**config.mk**
```make
export PLATFORM = sky130hd
export DESIGN_NAME = mbsu_top
export DESIGN_NICKNAME = d
export VERILOG_FILES = /design/src/design/mbsu_pkg.sv /design/src/design/mbsu_outstanding.sv /design/src/design/mbsu_cache.sv /design/src/design/mbsu_top.sv
export SDC_FILE = /design/constraint.sdc
export NUM_CORES = 1
export LEC_CHECK = 0
export ABC_AREA = 1
export BUFFER_PORTS_ARGS = -buffer_cell sky130_fd_sc_hd__buf_2
export CAP_MARGIN = 20
export CELL_PAD_IN_SITES_DETAIL_PLACEMENT = 1
export CELL_PAD_IN_SITES_GLOBAL_PLACEMENT = 2
export CORE_ASPECT_RATIO = 0.5
export CORE_MARGIN = 3
export CORE_UTILIZATION = 47
export DETAILED_ROUTE_END_ITERATION = 16
export PLACE_DENSITY_LB_ADDON = 0.3
export SYNTH_ARGS = -nofsm -noshare
export SYNTH_HDL_FRONTEND = slang
export SYNTH_SLANG_ARGS = --single-unit
```
**constraint.sdc**
```tcl
create_clock -name clk_sys -period 12.35 [get_ports clk_sys]
set_input_delay 1.235 -clock clk_sys [delete_from_list [all_inputs] [get_ports clk_sys]]
set_output_delay 1.235 -clock clk_sys [all_outputs]
set_load 0.1 [all_outputs]
```
**src/design/mbsu_pkg.sv**
```systemverilog
// Package of constants and types for the memory barrier sync unit.
// Assumes a single core clock domain.
package mbsu_pkg;
	// ****************************************
	// Barrier kinds
	// ****************************************
	typedef enum logic [2:0] {
		MBSU_OP_NONE,
		MBSU_OP_ORDER,
		MBSU_OP_COMPLETE,
		MBSU_OP_FLUSH,
		MBSU_OP_DPRELOAD,
		MBSU_OP_IPRELOAD
	} mbsu_op_type;

	// ****************************************
	// Controller states
	// ****************************************
	typedef enum logic [2:0] {
		MBSU_IDLE,
		MBSU_ORDER_DRAIN,
		MBSU_COMPLETE_DRAIN,
		MBSU_FLUSH_DRAIN,
		MBSU_REFETCH
	} mbsu_state_type;

	// ****************************************
	// Sizes and reset values
	// ****************************************
	localparam int MBSU_CNT_W = 6;
	localparam logic [MBSU_CNT_W-1:0] MBSU_CNT_RST = 6'h00;
	localparam int MBSU_LINES = 16;
	localparam int MBSU_IDX_W = 4;
	localparam int MBSU_TAG_W = 24;
	localparam int MBSU_OFS_W = 4;
	localparam int MBSU_ADDR_W = 32;
	localparam int MBSU_DATA_W = 32;
	localparam logic [3:0] MBSU_FLUSH_CYCLES = 4'h2;
endpackage

```
**src/design/mbsu_outstanding.sv**
```systemverilog
// Counter of outstanding explicit accesses and context-altering control accesses.
// Assumes issue and done pulses on the core clock, done never exceeds issue.
`timescale 1ns/100ps
`default_nettype none
module mbsu_outstanding
	import mbsu_pkg::*;
(
	input wire logic clk_sys,
	input wire logic sys_rst,
	input wire logic issue,
	input wire logic done,
	output logic empty
);
	// ****************************************
	// Counter
	// ****************************************
	logic [MBSU_CNT_W-1:0] count;
	logic [MBSU_CNT_W-1:0] next_count;

	always_comb begin
		next_count = count;
		if (issue && !done) begin
			next_count = count + 6'h01;
		end else if (!issue && done && count != MBSU_CNT_RST) begin
			next_count = count - 6'h01;
		end
	end

	always_ff @(posedge clk_sys) begin
		if (sys_rst) begin
			count <= MBSU_CNT_RST;
		end else begin
			count <= next_count;
		end
	end

	assign empty = (count == MBSU_CNT_RST) && !issue;
endmodule
`default_nettype wire

```
**src/design/mbsu_cache.sv**
```systemverilog
// Small direct-mapped read cache with line fill from memory.
// Assumes memory answers a fill with a single mem_valid pulse carrying the word.
`timescale 1ns/100ps
`default_nettype none
module mbsu_cache
	import mbsu_pkg::*;
(
	input wire logic clk_sys,
	input wire logic sys_rst,
	input wire logic req,
	input wire logic [MBSU_ADDR_W-1:0] addr,
	input wire logic mem_valid,
	input wire logic [MBSU_DATA_W-1:0] mem_data,
	output logic hit,
	output logic filling,
	output logic [MBSU_DATA_W-1:0] rdata
);
	// ****************************************
	// Storage
	// ****************************************
	logic [MBSU_DATA_W-1:0] line_mem [MBSU_LINES];
	logic [MBSU_TAG_W-1:0] tag_mem [MBSU_LINES];
	logic [MBSU_LINES-1:0] valid;
	logic [MBSU_LINES-1:0] next_valid;
	logic [MBSU_IDX_W-1:0] idx;
	logic [MBSU_TAG_W-1:0] tag;
	logic busy;
	logic next_busy;
	logic [MBSU_IDX_W-1:0] fill_idx;
	logic [MBSU_IDX_W-1:0] next_fill_idx;
	logic [MBSU_TAG_W-1:0] fill_tag;
	logic [MBSU_TAG_W-1:0] next_fill_tag;

	assign idx = addr[MBSU_OFS_W+MBSU_IDX_W-1:MBSU_OFS_W];
	assign tag = addr[MBSU_ADDR_W-1:MBSU_ADDR_W-MBSU_TAG_W];
	// Hit served in the same cycle, miss allocates
	assign hit = req && valid[idx] && tag_mem[idx] == tag && !busy;
	assign filling = busy;
	assign rdata = line_mem[idx];

	always_comb begin
		next_valid = valid;
		next_busy = busy;
		next_fill_idx = fill_idx;
		next_fill_tag = fill_tag;
		if (!busy && req && !hit) begin
			next_busy = 1'b1;
			next_fill_idx = idx;
			next_fill_tag = tag;
			next_valid[idx] = 1'b0;
		end else if (busy && mem_valid) begin
			next_busy = 1'b0;
			next_valid[fill_idx] = 1'b1;
		end
	end

	always_ff @(posedge clk_sys) begin
		if (sys_rst) begin
			valid <= '0;
			busy <= 1'b0;
			fill_idx <= '0;
			fill_tag <= '0;
		end else begin
			valid <= next_valid;
			busy <= next_busy;
			fill_idx <= next_fill_idx;
			fill_tag <= next_fill_tag;
		end
	end

	// One word per line keeps the fill a single beat
	always_ff @(posedge clk_sys) begin
		if (busy && mem_valid) begin
			line_mem[fill_idx] <= mem_data;
			tag_mem[fill_idx] <= fill_tag;
		end
	end
endmodule
`default_nettype wire

```
**src/design/mbsu_top.sv**
```systemverilog
// Barrier and synchronisation control between pipeline and memory system.
// Assumes pipeline issues one barrier op at a time and honours the stall.
`timescale 1ns/100ps
`default_nettype none
module mbsu_top
	import mbsu_pkg::*;
#(
	parameter int PREFETCH_DEPTH = 4,
	parameter logic [3:0] FLUSH_CYCLES = MBSU_FLUSH_CYCLES
)
(
	input wire logic clk_sys,
	input wire logic sys_rst,
	input wire logic op_valid,
	input wire mbsu_op_type op_kind,
	input wire logic mem_issue,
	input wire logic mem_done,
	input wire logic ctl_issue,
	input wire logic ctl_done,
	input wire logic ctx_req,
	input wire logic exc_event,
	input wire logic hint_bus_error,
	input wire logic cache_req,
	input wire logic [MBSU_ADDR_W-1:0] cache_addr,
	input wire logic fill_valid,
	input wire logic [MBSU_DATA_W-1:0] fill_data,
	input wire logic branch_taken_pred,
	output logic mem_hold,
	output logic pipe_stall,
	output logic pipe_flush,
	output logic refetch,
	output logic bp_ctx_update,
	output logic ctx_apply,
	output logic imprecise_fault,
	output logic op_done,
	output logic cache_hit,
	output logic cache_fill,
	output logic [MBSU_DATA_W-1:0] cache_rdata,
	output logic pf_follow_target,
	output logic [3:0] pf_depth
);
	// ****************************************
	// Outstanding trackers
	// ****************************************
	logic mem_empty;
	logic ctl_empty;
	logic all_empty;
	logic c_hit;
	logic c_fill;
	logic [MBSU_DATA_W-1:0] c_rdata;

	mbsu_outstanding u_mem_cnt (
		.clk_sys(clk_sys),
		.sys_rst(sys_rst),
		.issue(mem_issue),
		.done(mem_done),
		.empty(mem_empty)
	);

	// Control-space accesses are counted apart so each one retires before its effect
	mbsu_outstanding u_ctl_cnt (
		.clk_sys(clk_sys),
		.sys_rst(sys_rst),
		.issue(ctl_issue),
		.done(ctl_done),
		.empty(ctl_empty)
	);

	// Release depends on the memory system's own completion report
	assign all_empty = mem_empty && ctl_empty;

	mbsu_cache u_cache (
		.clk_sys(clk_sys),
		.sys_rst(sys_rst),
		.req(cache_req),
		.addr(cache_addr),
		.mem_valid(fill_valid),
		.mem_data(fill_data),
		.hit(c_hit),
		.filling(c_fill),
		.rdata(c_rdata)
	);

	// ****************************************
	// Barrier controller
	// ****************************************
	mbsu_state_type state;
	mbsu_state_type next_state;
	logic [3:0] flush_cnt;
	logic [3:0] next_flush_cnt;
	logic next_mem_hold;
	logic next_pipe_stall;
	logic next_pipe_flush;
	logic next_refetch;
	logic next_bp_ctx_update;
	logic next_ctx_apply;
	logic next_fault;
	logic next_op_done;
	logic ctx_pending;
	logic next_ctx_pending;

	always_comb begin
		next_state = state;
		next_flush_cnt = flush_cnt;
		next_mem_hold = 1'b0;
		next_pipe_stall = 1'b0;
		next_pipe_flush = 1'b0;
		next_refetch = 1'b0;
		next_bp_ctx_update = 1'b0;
		next_ctx_apply = 1'b0;
		next_op_done = 1'b0;
		next_ctx_pending = ctx_pending || ctx_req;
		// Preload faults never surface as precise exceptions
		next_fault = hint_bus_error;
		unique case (state)
			MBSU_IDLE: begin
				// Control accesses complete before context changes apply
				if (next_ctx_pending && ctl_empty) begin
					next_ctx_apply = 1'b1;
					next_ctx_pending = 1'b0;
				end
				if (op_valid) begin
					unique case (op_kind)
						MBSU_OP_ORDER: begin
							// Only later memory issue waits, the pipeline keeps going
							next_mem_hold = !mem_empty;
							next_state = mem_empty ? MBSU_IDLE : MBSU_ORDER_DRAIN;
							next_op_done = mem_empty;
						end
						MBSU_OP_COMPLETE: begin
							next_mem_hold = 1'b1;
							next_pipe_stall = 1'b1;
							next_state = MBSU_COMPLETE_DRAIN;
						end
						MBSU_OP_FLUSH: begin
							next_pipe_stall = 1'b1;
							next_pipe_flush = 1'b1;
							next_flush_cnt = FLUSH_CYCLES;
							next_state = MBSU_FLUSH_DRAIN;
						end
						MBSU_OP_DPRELOAD, MBSU_OP_IPRELOAD: begin
							next_op_done = 1'b1;
						end
						default: begin
							next_state = MBSU_IDLE;
						end
					endcase
				end else if (exc_event) begin
					next_pipe_flush = 1'b1;
					next_refetch = 1'b1;
				end
			end
			MBSU_ORDER_DRAIN: begin
				next_mem_hold = !mem_empty;
				if (mem_empty) begin
					next_op_done = 1'b1;
					next_state = MBSU_IDLE;
				end
			end
			MBSU_COMPLETE_DRAIN: begin
				// Waits on both explicit and context-altering control traffic
				next_mem_hold = !all_empty;
				next_pipe_stall = !all_empty;
				if (all_empty) begin
					next_op_done = 1'b1;
					next_state = MBSU_IDLE;
				end
			end
			MBSU_FLUSH_DRAIN: begin
				// Context changes after the flush stay parked until it executes
				next_pipe_stall = 1'b1;
				if (flush_cnt != 4'h0) begin
					next_flush_cnt = flush_cnt - 4'h1;
				end else begin
					next_state = MBSU_REFETCH;
				end
			end
			MBSU_REFETCH: begin
				next_refetch = 1'b1;
				next_bp_ctx_update = 1'b1;
				next_op_done = 1'b1;
				next_state = MBSU_IDLE;
			end
		endcase
	end

	always_ff @(posedge clk_sys) begin
		if (sys_rst) begin
			state <= MBSU_IDLE;
			flush_cnt <= 4'h0;
			mem_hold <= 1'b0;
			pipe_stall <= 1'b0;
			pipe_flush <= 1'b0;
			refetch <= 1'b0;
			bp_ctx_update <= 1'b0;
			ctx_apply <= 1'b0;
			imprecise_fault <= 1'b0;
			op_done <= 1'b0;
			ctx_pending <= 1'b0;
		end else begin
			state <= next_state;
			flush_cnt <= next_flush_cnt;
			mem_hold <= next_mem_hold;
			pipe_stall <= next_pipe_stall;
			pipe_flush <= next_pipe_flush;
			refetch <= next_refetch;
			bp_ctx_update <= next_bp_ctx_update;
			ctx_apply <= next_ctx_apply;
			imprecise_fault <= next_fault;
			op_done <= next_op_done;
			ctx_pending <= next_ctx_pending;
		end
	end

	// ****************************************
	// Prefetch and cache outputs
	// ****************************************
	// Unordered traffic is never held: mem_hold only reflects a live barrier
	logic next_pf_target;
	logic [3:0] next_pf_depth;
	logic [MBSU_DATA_W-1:0] next_rdata;

	always_comb begin
		next_pf_target = branch_taken_pred;
		// Depth shrinks to zero while any barrier is in flight (next state not idle), full otherwise
		next_pf_depth = (next_state == MBSU_IDLE) ? 4'(PREFETCH_DEPTH) : 4'h0;
		next_rdata = c_rdata;
	end

	// Already-fetched words are not invalidated by stores; only a flush or an exception refetches
	always_ff @(posedge clk_sys) begin
		if (sys_rst) begin
			pf_follow_target <= 1'b0;
			pf_depth <= 4'h0;
			cache_hit <= 1'b0;
			cache_fill <= 1'b0;
			cache_rdata <= '0;
		end else begin
			pf_follow_target <= next_pf_target;
			pf_depth <= next_pf_depth;
			cache_hit <= c_hit;
			cache_fill <= c_fill;
			cache_rdata <= next_rdata;
		end
	end

	// ****************************************
	// Checks
	// ****************************************
	AST_ORDER_NO_STALL: assert property (@(posedge clk_sys) disable iff (sys_rst)
		(state == MBSU_ORDER_DRAIN) |=> !pipe_stall)
		else $error("ordering barrier stalled pipeline");
	AST_COMPLETE_STALL: assert property (@(posedge clk_sys) disable iff (sys_rst)
		(state == MBSU_IDLE && op_valid && op_kind == MBSU_OP_COMPLETE) |=> pipe_stall && mem_hold)
		else $error("completion barrier did not stall");
	AST_COMPLETE_WAIT: assert property (@(posedge clk_sys) disable iff (sys_rst)
		(state == MBSU_COMPLETE_DRAIN && !all_empty) |=> !op_done)
		else $error("completion finished with accesses outstanding");
	AST_COMPLETE_END: assert property (@(posedge clk_sys) disable iff (sys_rst)
		(state == MBSU_COMPLETE_DRAIN && all_empty) |=> op_done && state == MBSU_IDLE)
		else $error("completion did not end when drained");
	AST_FLUSH_SEQ: assert property (@(posedge clk_sys) disable iff (sys_rst)
		(state == MBSU_IDLE && op_valid && op_kind == MBSU_OP_FLUSH)
		|=> (pipe_flush && pipe_stall) ##1 pipe_stall [*2]
		##1 (pipe_stall && state == MBSU_REFETCH) ##1 (refetch && !pipe_stall))
		else $error("flush sequence wrong");
	AST_BP_UPDATE: assert property (@(posedge clk_sys) disable iff (sys_rst)
		(state == MBSU_REFETCH) |=> refetch && bp_ctx_update && op_done)
		else $error("refetch or predictor update missing");
	AST_CTX_HELD: assert property (@(posedge clk_sys) disable iff (sys_rst)
		(state == MBSU_FLUSH_DRAIN) |=> !ctx_apply)
		else $error("context applied during flush");
	AST_EXC_REFETCH: assert property (@(posedge clk_sys) disable iff (sys_rst)
		(state == MBSU_IDLE && !op_valid && exc_event) |=> pipe_flush && refetch)
		else $error("exception did not refetch");
	AST_HINT_NOP: assert property (@(posedge clk_sys) disable iff (sys_rst)
		(state == MBSU_IDLE && op_valid && op_kind == MBSU_OP_DPRELOAD)
		|=> op_done && !pipe_stall && !pipe_flush)
		else $error("preload hint not a no-op");
	AST_HINT_FAULT: assert property (@(posedge clk_sys) disable iff (sys_rst)
		hint_bus_error |=> imprecise_fault)
		else $error("preload fault not reported");
endmodule
`default_nettype wire

```
After elaboration in Yosys (flattened, before gate mapping). Memory sizes are Yosys's and may differ from the RTL's. A register that Yosys moved wholly into a read port is not among the register bits. Index checks and enable logic that the tools add are counted.

Register bits after elaboration: 80. Bits in writable memories: 896. Memories: 2.

Memories: u_cache.line_mem (words 16, bits a word 32, rd ports 1, clocked after Yosys merged registers in 1, wr ports 1, RTL line mbsu_cache.sv:21) `logic [MBSU_DATA_W-1:0] line_mem [MBSU_LINES];`; u_cache.tag_mem (words 16, bits a word 24, rd ports 1, clocked after Yosys merged registers in 0, wr ports 1, RTL line mbsu_cache.sv:22) `logic [MBSU_TAG_W-1:0] tag_mem [MBSU_LINES];`.

Add/sub/neg operators: 5. Magnitude comparators: 4. Equality and inequality tests: 13. Multiplexer cells: 48. Bitwise operators: 4. Reduce and logical (&&, ||, !) cells: 42.

Operators by type and width (number): two-way mux 16 bit (2); equality test 24 bit (1); two-way mux 6 bit (4); two-way mux 1 bit (22); logical AND 1 bit (18); AND 16 bit (1); inverter 16 bit (1); OR 16 bit (1); two-way mux 3 bit (5); case mux 3 bit (5 select lines) (1); adder 6 x 1 -> 6 bit, second input constant (2); equality test 3 x 2 -> 1 bit, second input constant (4); logical NOT 6 bit (2); two-way mux 4 bit (3); case mux 3 bit (4 select lines) (1); nonzero test 6 bit (2); subtractor 6 x 1 -> 6 bit, second input constant (2); less-than comparator 4 x 5 -> 1 bit, second input constant (2); equality test 3 bit, second input constant (3); demux 1 bit (select 4 bit) (2); greater-or-equal comparator 4 x 1 -> 1 bit, second input constant (2); logical NOT 1 bit (8); case mux 4 bit (2 select lines) (1); nonzero test 2 bit (4); 14 further kinds (22).

Depth between registers and ports, before layout.
Depth after elaboration: 8. Gate-level depth with buffers: 23.

Cells and area by module. Synthesis repeated with hierarchy kept, for this count alone.

Cells, all modules: 3207. Area, all modules: 39494.1 sq um.

By module, submodules not included: mbsu_cache (times used 1, cells an instance 2823, area each 36592.6 sq um, sequential area each 27806.7 sq um); mbsu_top (times used 1, cells an instance 248, area each 1930.6 sq um, sequential area each 1041.0 sq um); mbsu_outstanding (times used 2, cells an instance 68, area each 485.5 sq um, sequential area each 120.1 sq um).

Worst setup path before layout. OpenSTA, ideal clock, no wires.

Path type: input-to-reg. From: input fill_valid. To: memory u_cache.line_mem[12][0] (enable). Library setup time: 0.539 ns. Arrival time: 5.452 ns. Required time: 11.811 ns. Slack: 6.359 ns. Cell stages on the path: 3. Path buffers: 1. Cells stage by stage: nand2_1 clkbuf_1 nor3_1.

Cells in the longest elaborated chain, start to end: 3.

RTL lines: start: declaration (RTL line mbsu_top.sv:25) `input wire logic fill_valid,`; logical AND 1 bit (RTL line mbsu_cache.sv:73) `if (busy && mem_valid) begin`; two-way mux 1 bit (RTL line mbsu_cache.sv:73); two-way mux 1 bit (implied by the code) (RTL line mbsu_cache.sv:74) `line_mem[fill_idx] <= mem_data;`; end: declaration (RTL line mbsu_cache.sv:21).

Every way passes these cells.

Worst setup path in the final report.
From: input cache_addr[5]. To: register u_cache.valid[1].

Cells in the longest elaborated chain, start to end: 8.

RTL lines: start: declaration (RTL line mbsu_top.sv:24) `input wire logic [MBSU_ADDR_W-1:0] cache_addr,`; branches (longest 8 deep; another with memory (16 x 24 bit)); end signal: assignment (RTL line mbsu_cache.sv:64) `valid <= next_valid;`; end: declaration (RTL line mbsu_cache.sv:23) `logic [MBSU_LINES-1:0] valid;`.

Parallel ways; which one is timed is not known. The select of a mux whose other input is x is not followed. A chain may end at the register's enable or synchronous reset.

==> out/metrics.yaml <==
synthesis:
  async_flop_share: 0
  synth_common_cells: "993 x nand2_1, 896 x edfxtp_1, 258 x a22oi_1"
  synth_most_common_cell: "nand2_1"
  synth_cell_type_count: 40
  synth.area.top_cells: "edfxtp_1 69%, nand2_1 9.5%, dfxtp_1 5.6%, a22oi_1 5.0%, a21oi_1 2.3%"
  syn_inst: 3129
  yosys_warnings: 0
  ys.flop_type: "edfxtp_1"
  synth_area_um2: 39080
  synth_edf_count: 896
  synth_seq_cells: 1005
  synth_top_area_frac: 0.6885
  synth_area_leader_cell: "edfxtp_1"
  syn_area_per_cell_um2: 12.49
  yosysSeqAreaShare: 0.7444
placed_design:
  dp_hpwl_um: 59220
  place_inst: 4246
  io_buffer_count: 119
  place.gp.congestion: 0.7844
drt:
  routed_wirelength_um: 112300
  avgViaCountPerCell: 5.781
  vias: 25520
  first_pass_iters: 7
  drt_iter0_drc: 2454
  detail-route-antenna-nets: 0
  drc: 0
  wl_per_cell_um: 25.44
sta:
  setup_tns_ns: 0
  worst_slew_pin_slew_ns: 1.074
  slew_headroom: 0.2825
  rsz0062_at_grt: "no"
  min_period_over_period: 0.5314
  final-setup-viol-count: 0
  maxSlewViolCount: 0
  fin_crit_ns: 6.563
  finalHoldViolations: 0
  fin_skew_ns: 0.02754
  hold_slack_ns: 0.4766
  fmax_ghz: 0.1524
global_route:
  grt-ovfl-total: 0
  globalRouteTotalUtil: 0.2595
  grt_pass1_vias: 26640
  grt_max_degree: 78
  grt_first_pass_wirelength_um: 167100
  antenna_found_initial: 6
clocking:
  cts_buffer_depth: 3
  numCtsBuffers: 89
  cts_sinks: 1005
  path_clk_slew_ns: 0.07
  root_buffer: "clkbuf_16"
  cts_setup_buffers: 0
  cts_hold_buf: 0
  post_cts_resized: 0
  htreeDepth: 3
  clk_latency_ns: 0.69
  cts_tree: "done"
final_layout:
  seqCellArea_um2: 29090
  multi_input_area_um2: 9072
  synthToLayoutAreaGrowth_pct: 12.08
  nFillCells: 8321
  drive_gt1_frac: 0.09973
  final_nets: 3327
  finalNonFillerCells: 4414
setup_path:
  required_ns: 12.90
  endpoint_kind: "flip-flop"
  crit_type: "in2reg"
  crit_fanout: 77
  worstSetupStartpointType: "input port"
  worstPathArrival_ns: 7.12
hold_path:
  min_path_type: "reg2reg"
floorplanning:
  initial_core_util: 0.4769
  coreArea_um2: 81940
  dieWidth_um: 413.8
  io_pins: 127
  row_count: 74
  die_h_um: 209.9
  dieArea_um2: 86850
power_and_ir_drop:
  power.total_uw: 7081
  ir_drop_v: 0.00009438
  p_per_area_nw_per_um2: 161.7
  p_leak_uw: 0.01600
flow_run:
  drv_cap: 0
status:
  status: "complete, no violations"
==> flip-flops by register name, summed over array words and instances (netlist names), 3 cells and up <==
name / flops
u_cache.fill_tag: 24
u_mem_cnt.count: 6
u_cache.line_mem: 512
u_cache.fill_idx: 4
state: 3
u_cache.tag_mem: 384
u_cache.valid: 16
flush_cnt: 4
u_ctl_cnt.count: 6
cache_rdata: 32
==> cell families after synthesis <==
| logic type | synth area share |
|---|---|
| and+or+nand+nor | 0.1317 |
| other | 0.00009597 |
| xor gates and xnor gates | 0.001569 |
| buffers and inverters | 0.02741 |
| AOI/OAI and AO/OA | 0.09065 |
| DFF | 0.7444 |
| adders and majority gates | 0.004227 |
==> power by group <==
part	switching [uW]	internal, uW
Combinational	396	124
Sequential	38.1	3740
Clock	1250	1530
Total	1690	5390
==> area by class of cell <==
type                    count  area share
diodes                      3   0.0001714
clock inverters            40    0.008885
clock buffers             125     0.05628
well taps                1102     0.03148
multi-input cells        1868      0.2071
flip-flops and latches   1005      0.6642
inverters                  96    0.008570
repair buffers            175     0.02331
==> stage by stage <==
stage / cell area [um2] / util / setup WS (ns)
4_1_cts: 43790 / 0.5344 / 5.805
3_5_place_dp: 40940 / 0.4996 / 5.113
2_1_floorplan: 39080 / - / 6.359
3_3_place_gp: 40940 / 0.4996 / 5.104
5_1_grt: 43800 / 0.5345 / 5.356
6_report: 43800 / 0.5345 / 5.787
==> worst max-delay path, cell delays in order <==
cell	delay [ns]
buf_2	0.66
buf_4	0.52
inv_4	0.29
nor2_4	0.45
buf_4	0.81
nand2_1	0.12
nand3_1	0.13
nand2_1	0.06
nand2_1	0.15
o21ai_0	0.09
nand2_1	0.09
nand2_1	0.10
nor2_1	0.13
nand2_1	0.06
nor2_1	0.11
nand2_2	0.63
nand2_2	0.21
buf_4	0.61
nand2_1	0.24
nand2_1	0.14
a21oi_1	0.06
==> final timing paths <==
| check | slack (ns) | from | end | cells past startpoint |
|---|---|---|---|---|
| worst max-delay path | 5.79 | cache_addr[5] | u_cache.valid[1] | 21 |
| worst min register to register | 0.48 | flush_cnt[0] | flush_cnt[0] | 2 |
| worst max register to register | 8.63 | u_cache.tag_mem[8][6] | u_cache.valid[1] | 19 |
| worst min-delay path | 0.48 | flush_cnt[0] | flush_cnt[0] | 2 |
==> layout by cell type, fill, tap and decap left out, types with 11 or more instances in the layout <==
master     count
clkbuf_16     91
nor3_1        15
clkinv_1      17
o21bai_1      15
o21ai_1       12
a21boi_0      15
buf_4         58
a21oi_1      180
a22oi_1      258
nor2_1       121
nand4_1       13
inv_1         87
nor4_1        19
buf_2        117
clkinv_2      11
clkbuf_1      28
nand2_1      993
dfxtp_1      109
a211oi_1      19
o21ai_0       36
nor2_4        18
edfxtp_1     896
nand3_1      106
==> layer usage <==
metal | wire length, um | global-route usage | vias to the layer above
li1 | - | - | 11430
met1 | 48800 | 0.3561 | 13080
met2 | 54180 | 0.4265 | 805
met3 | 6203 | 0.04149 | 201
met4 | 3092 | 0.08350 | 4
met5 | 34 | 0 | -
No activity file was read; power rests on OpenSTA's default activity.
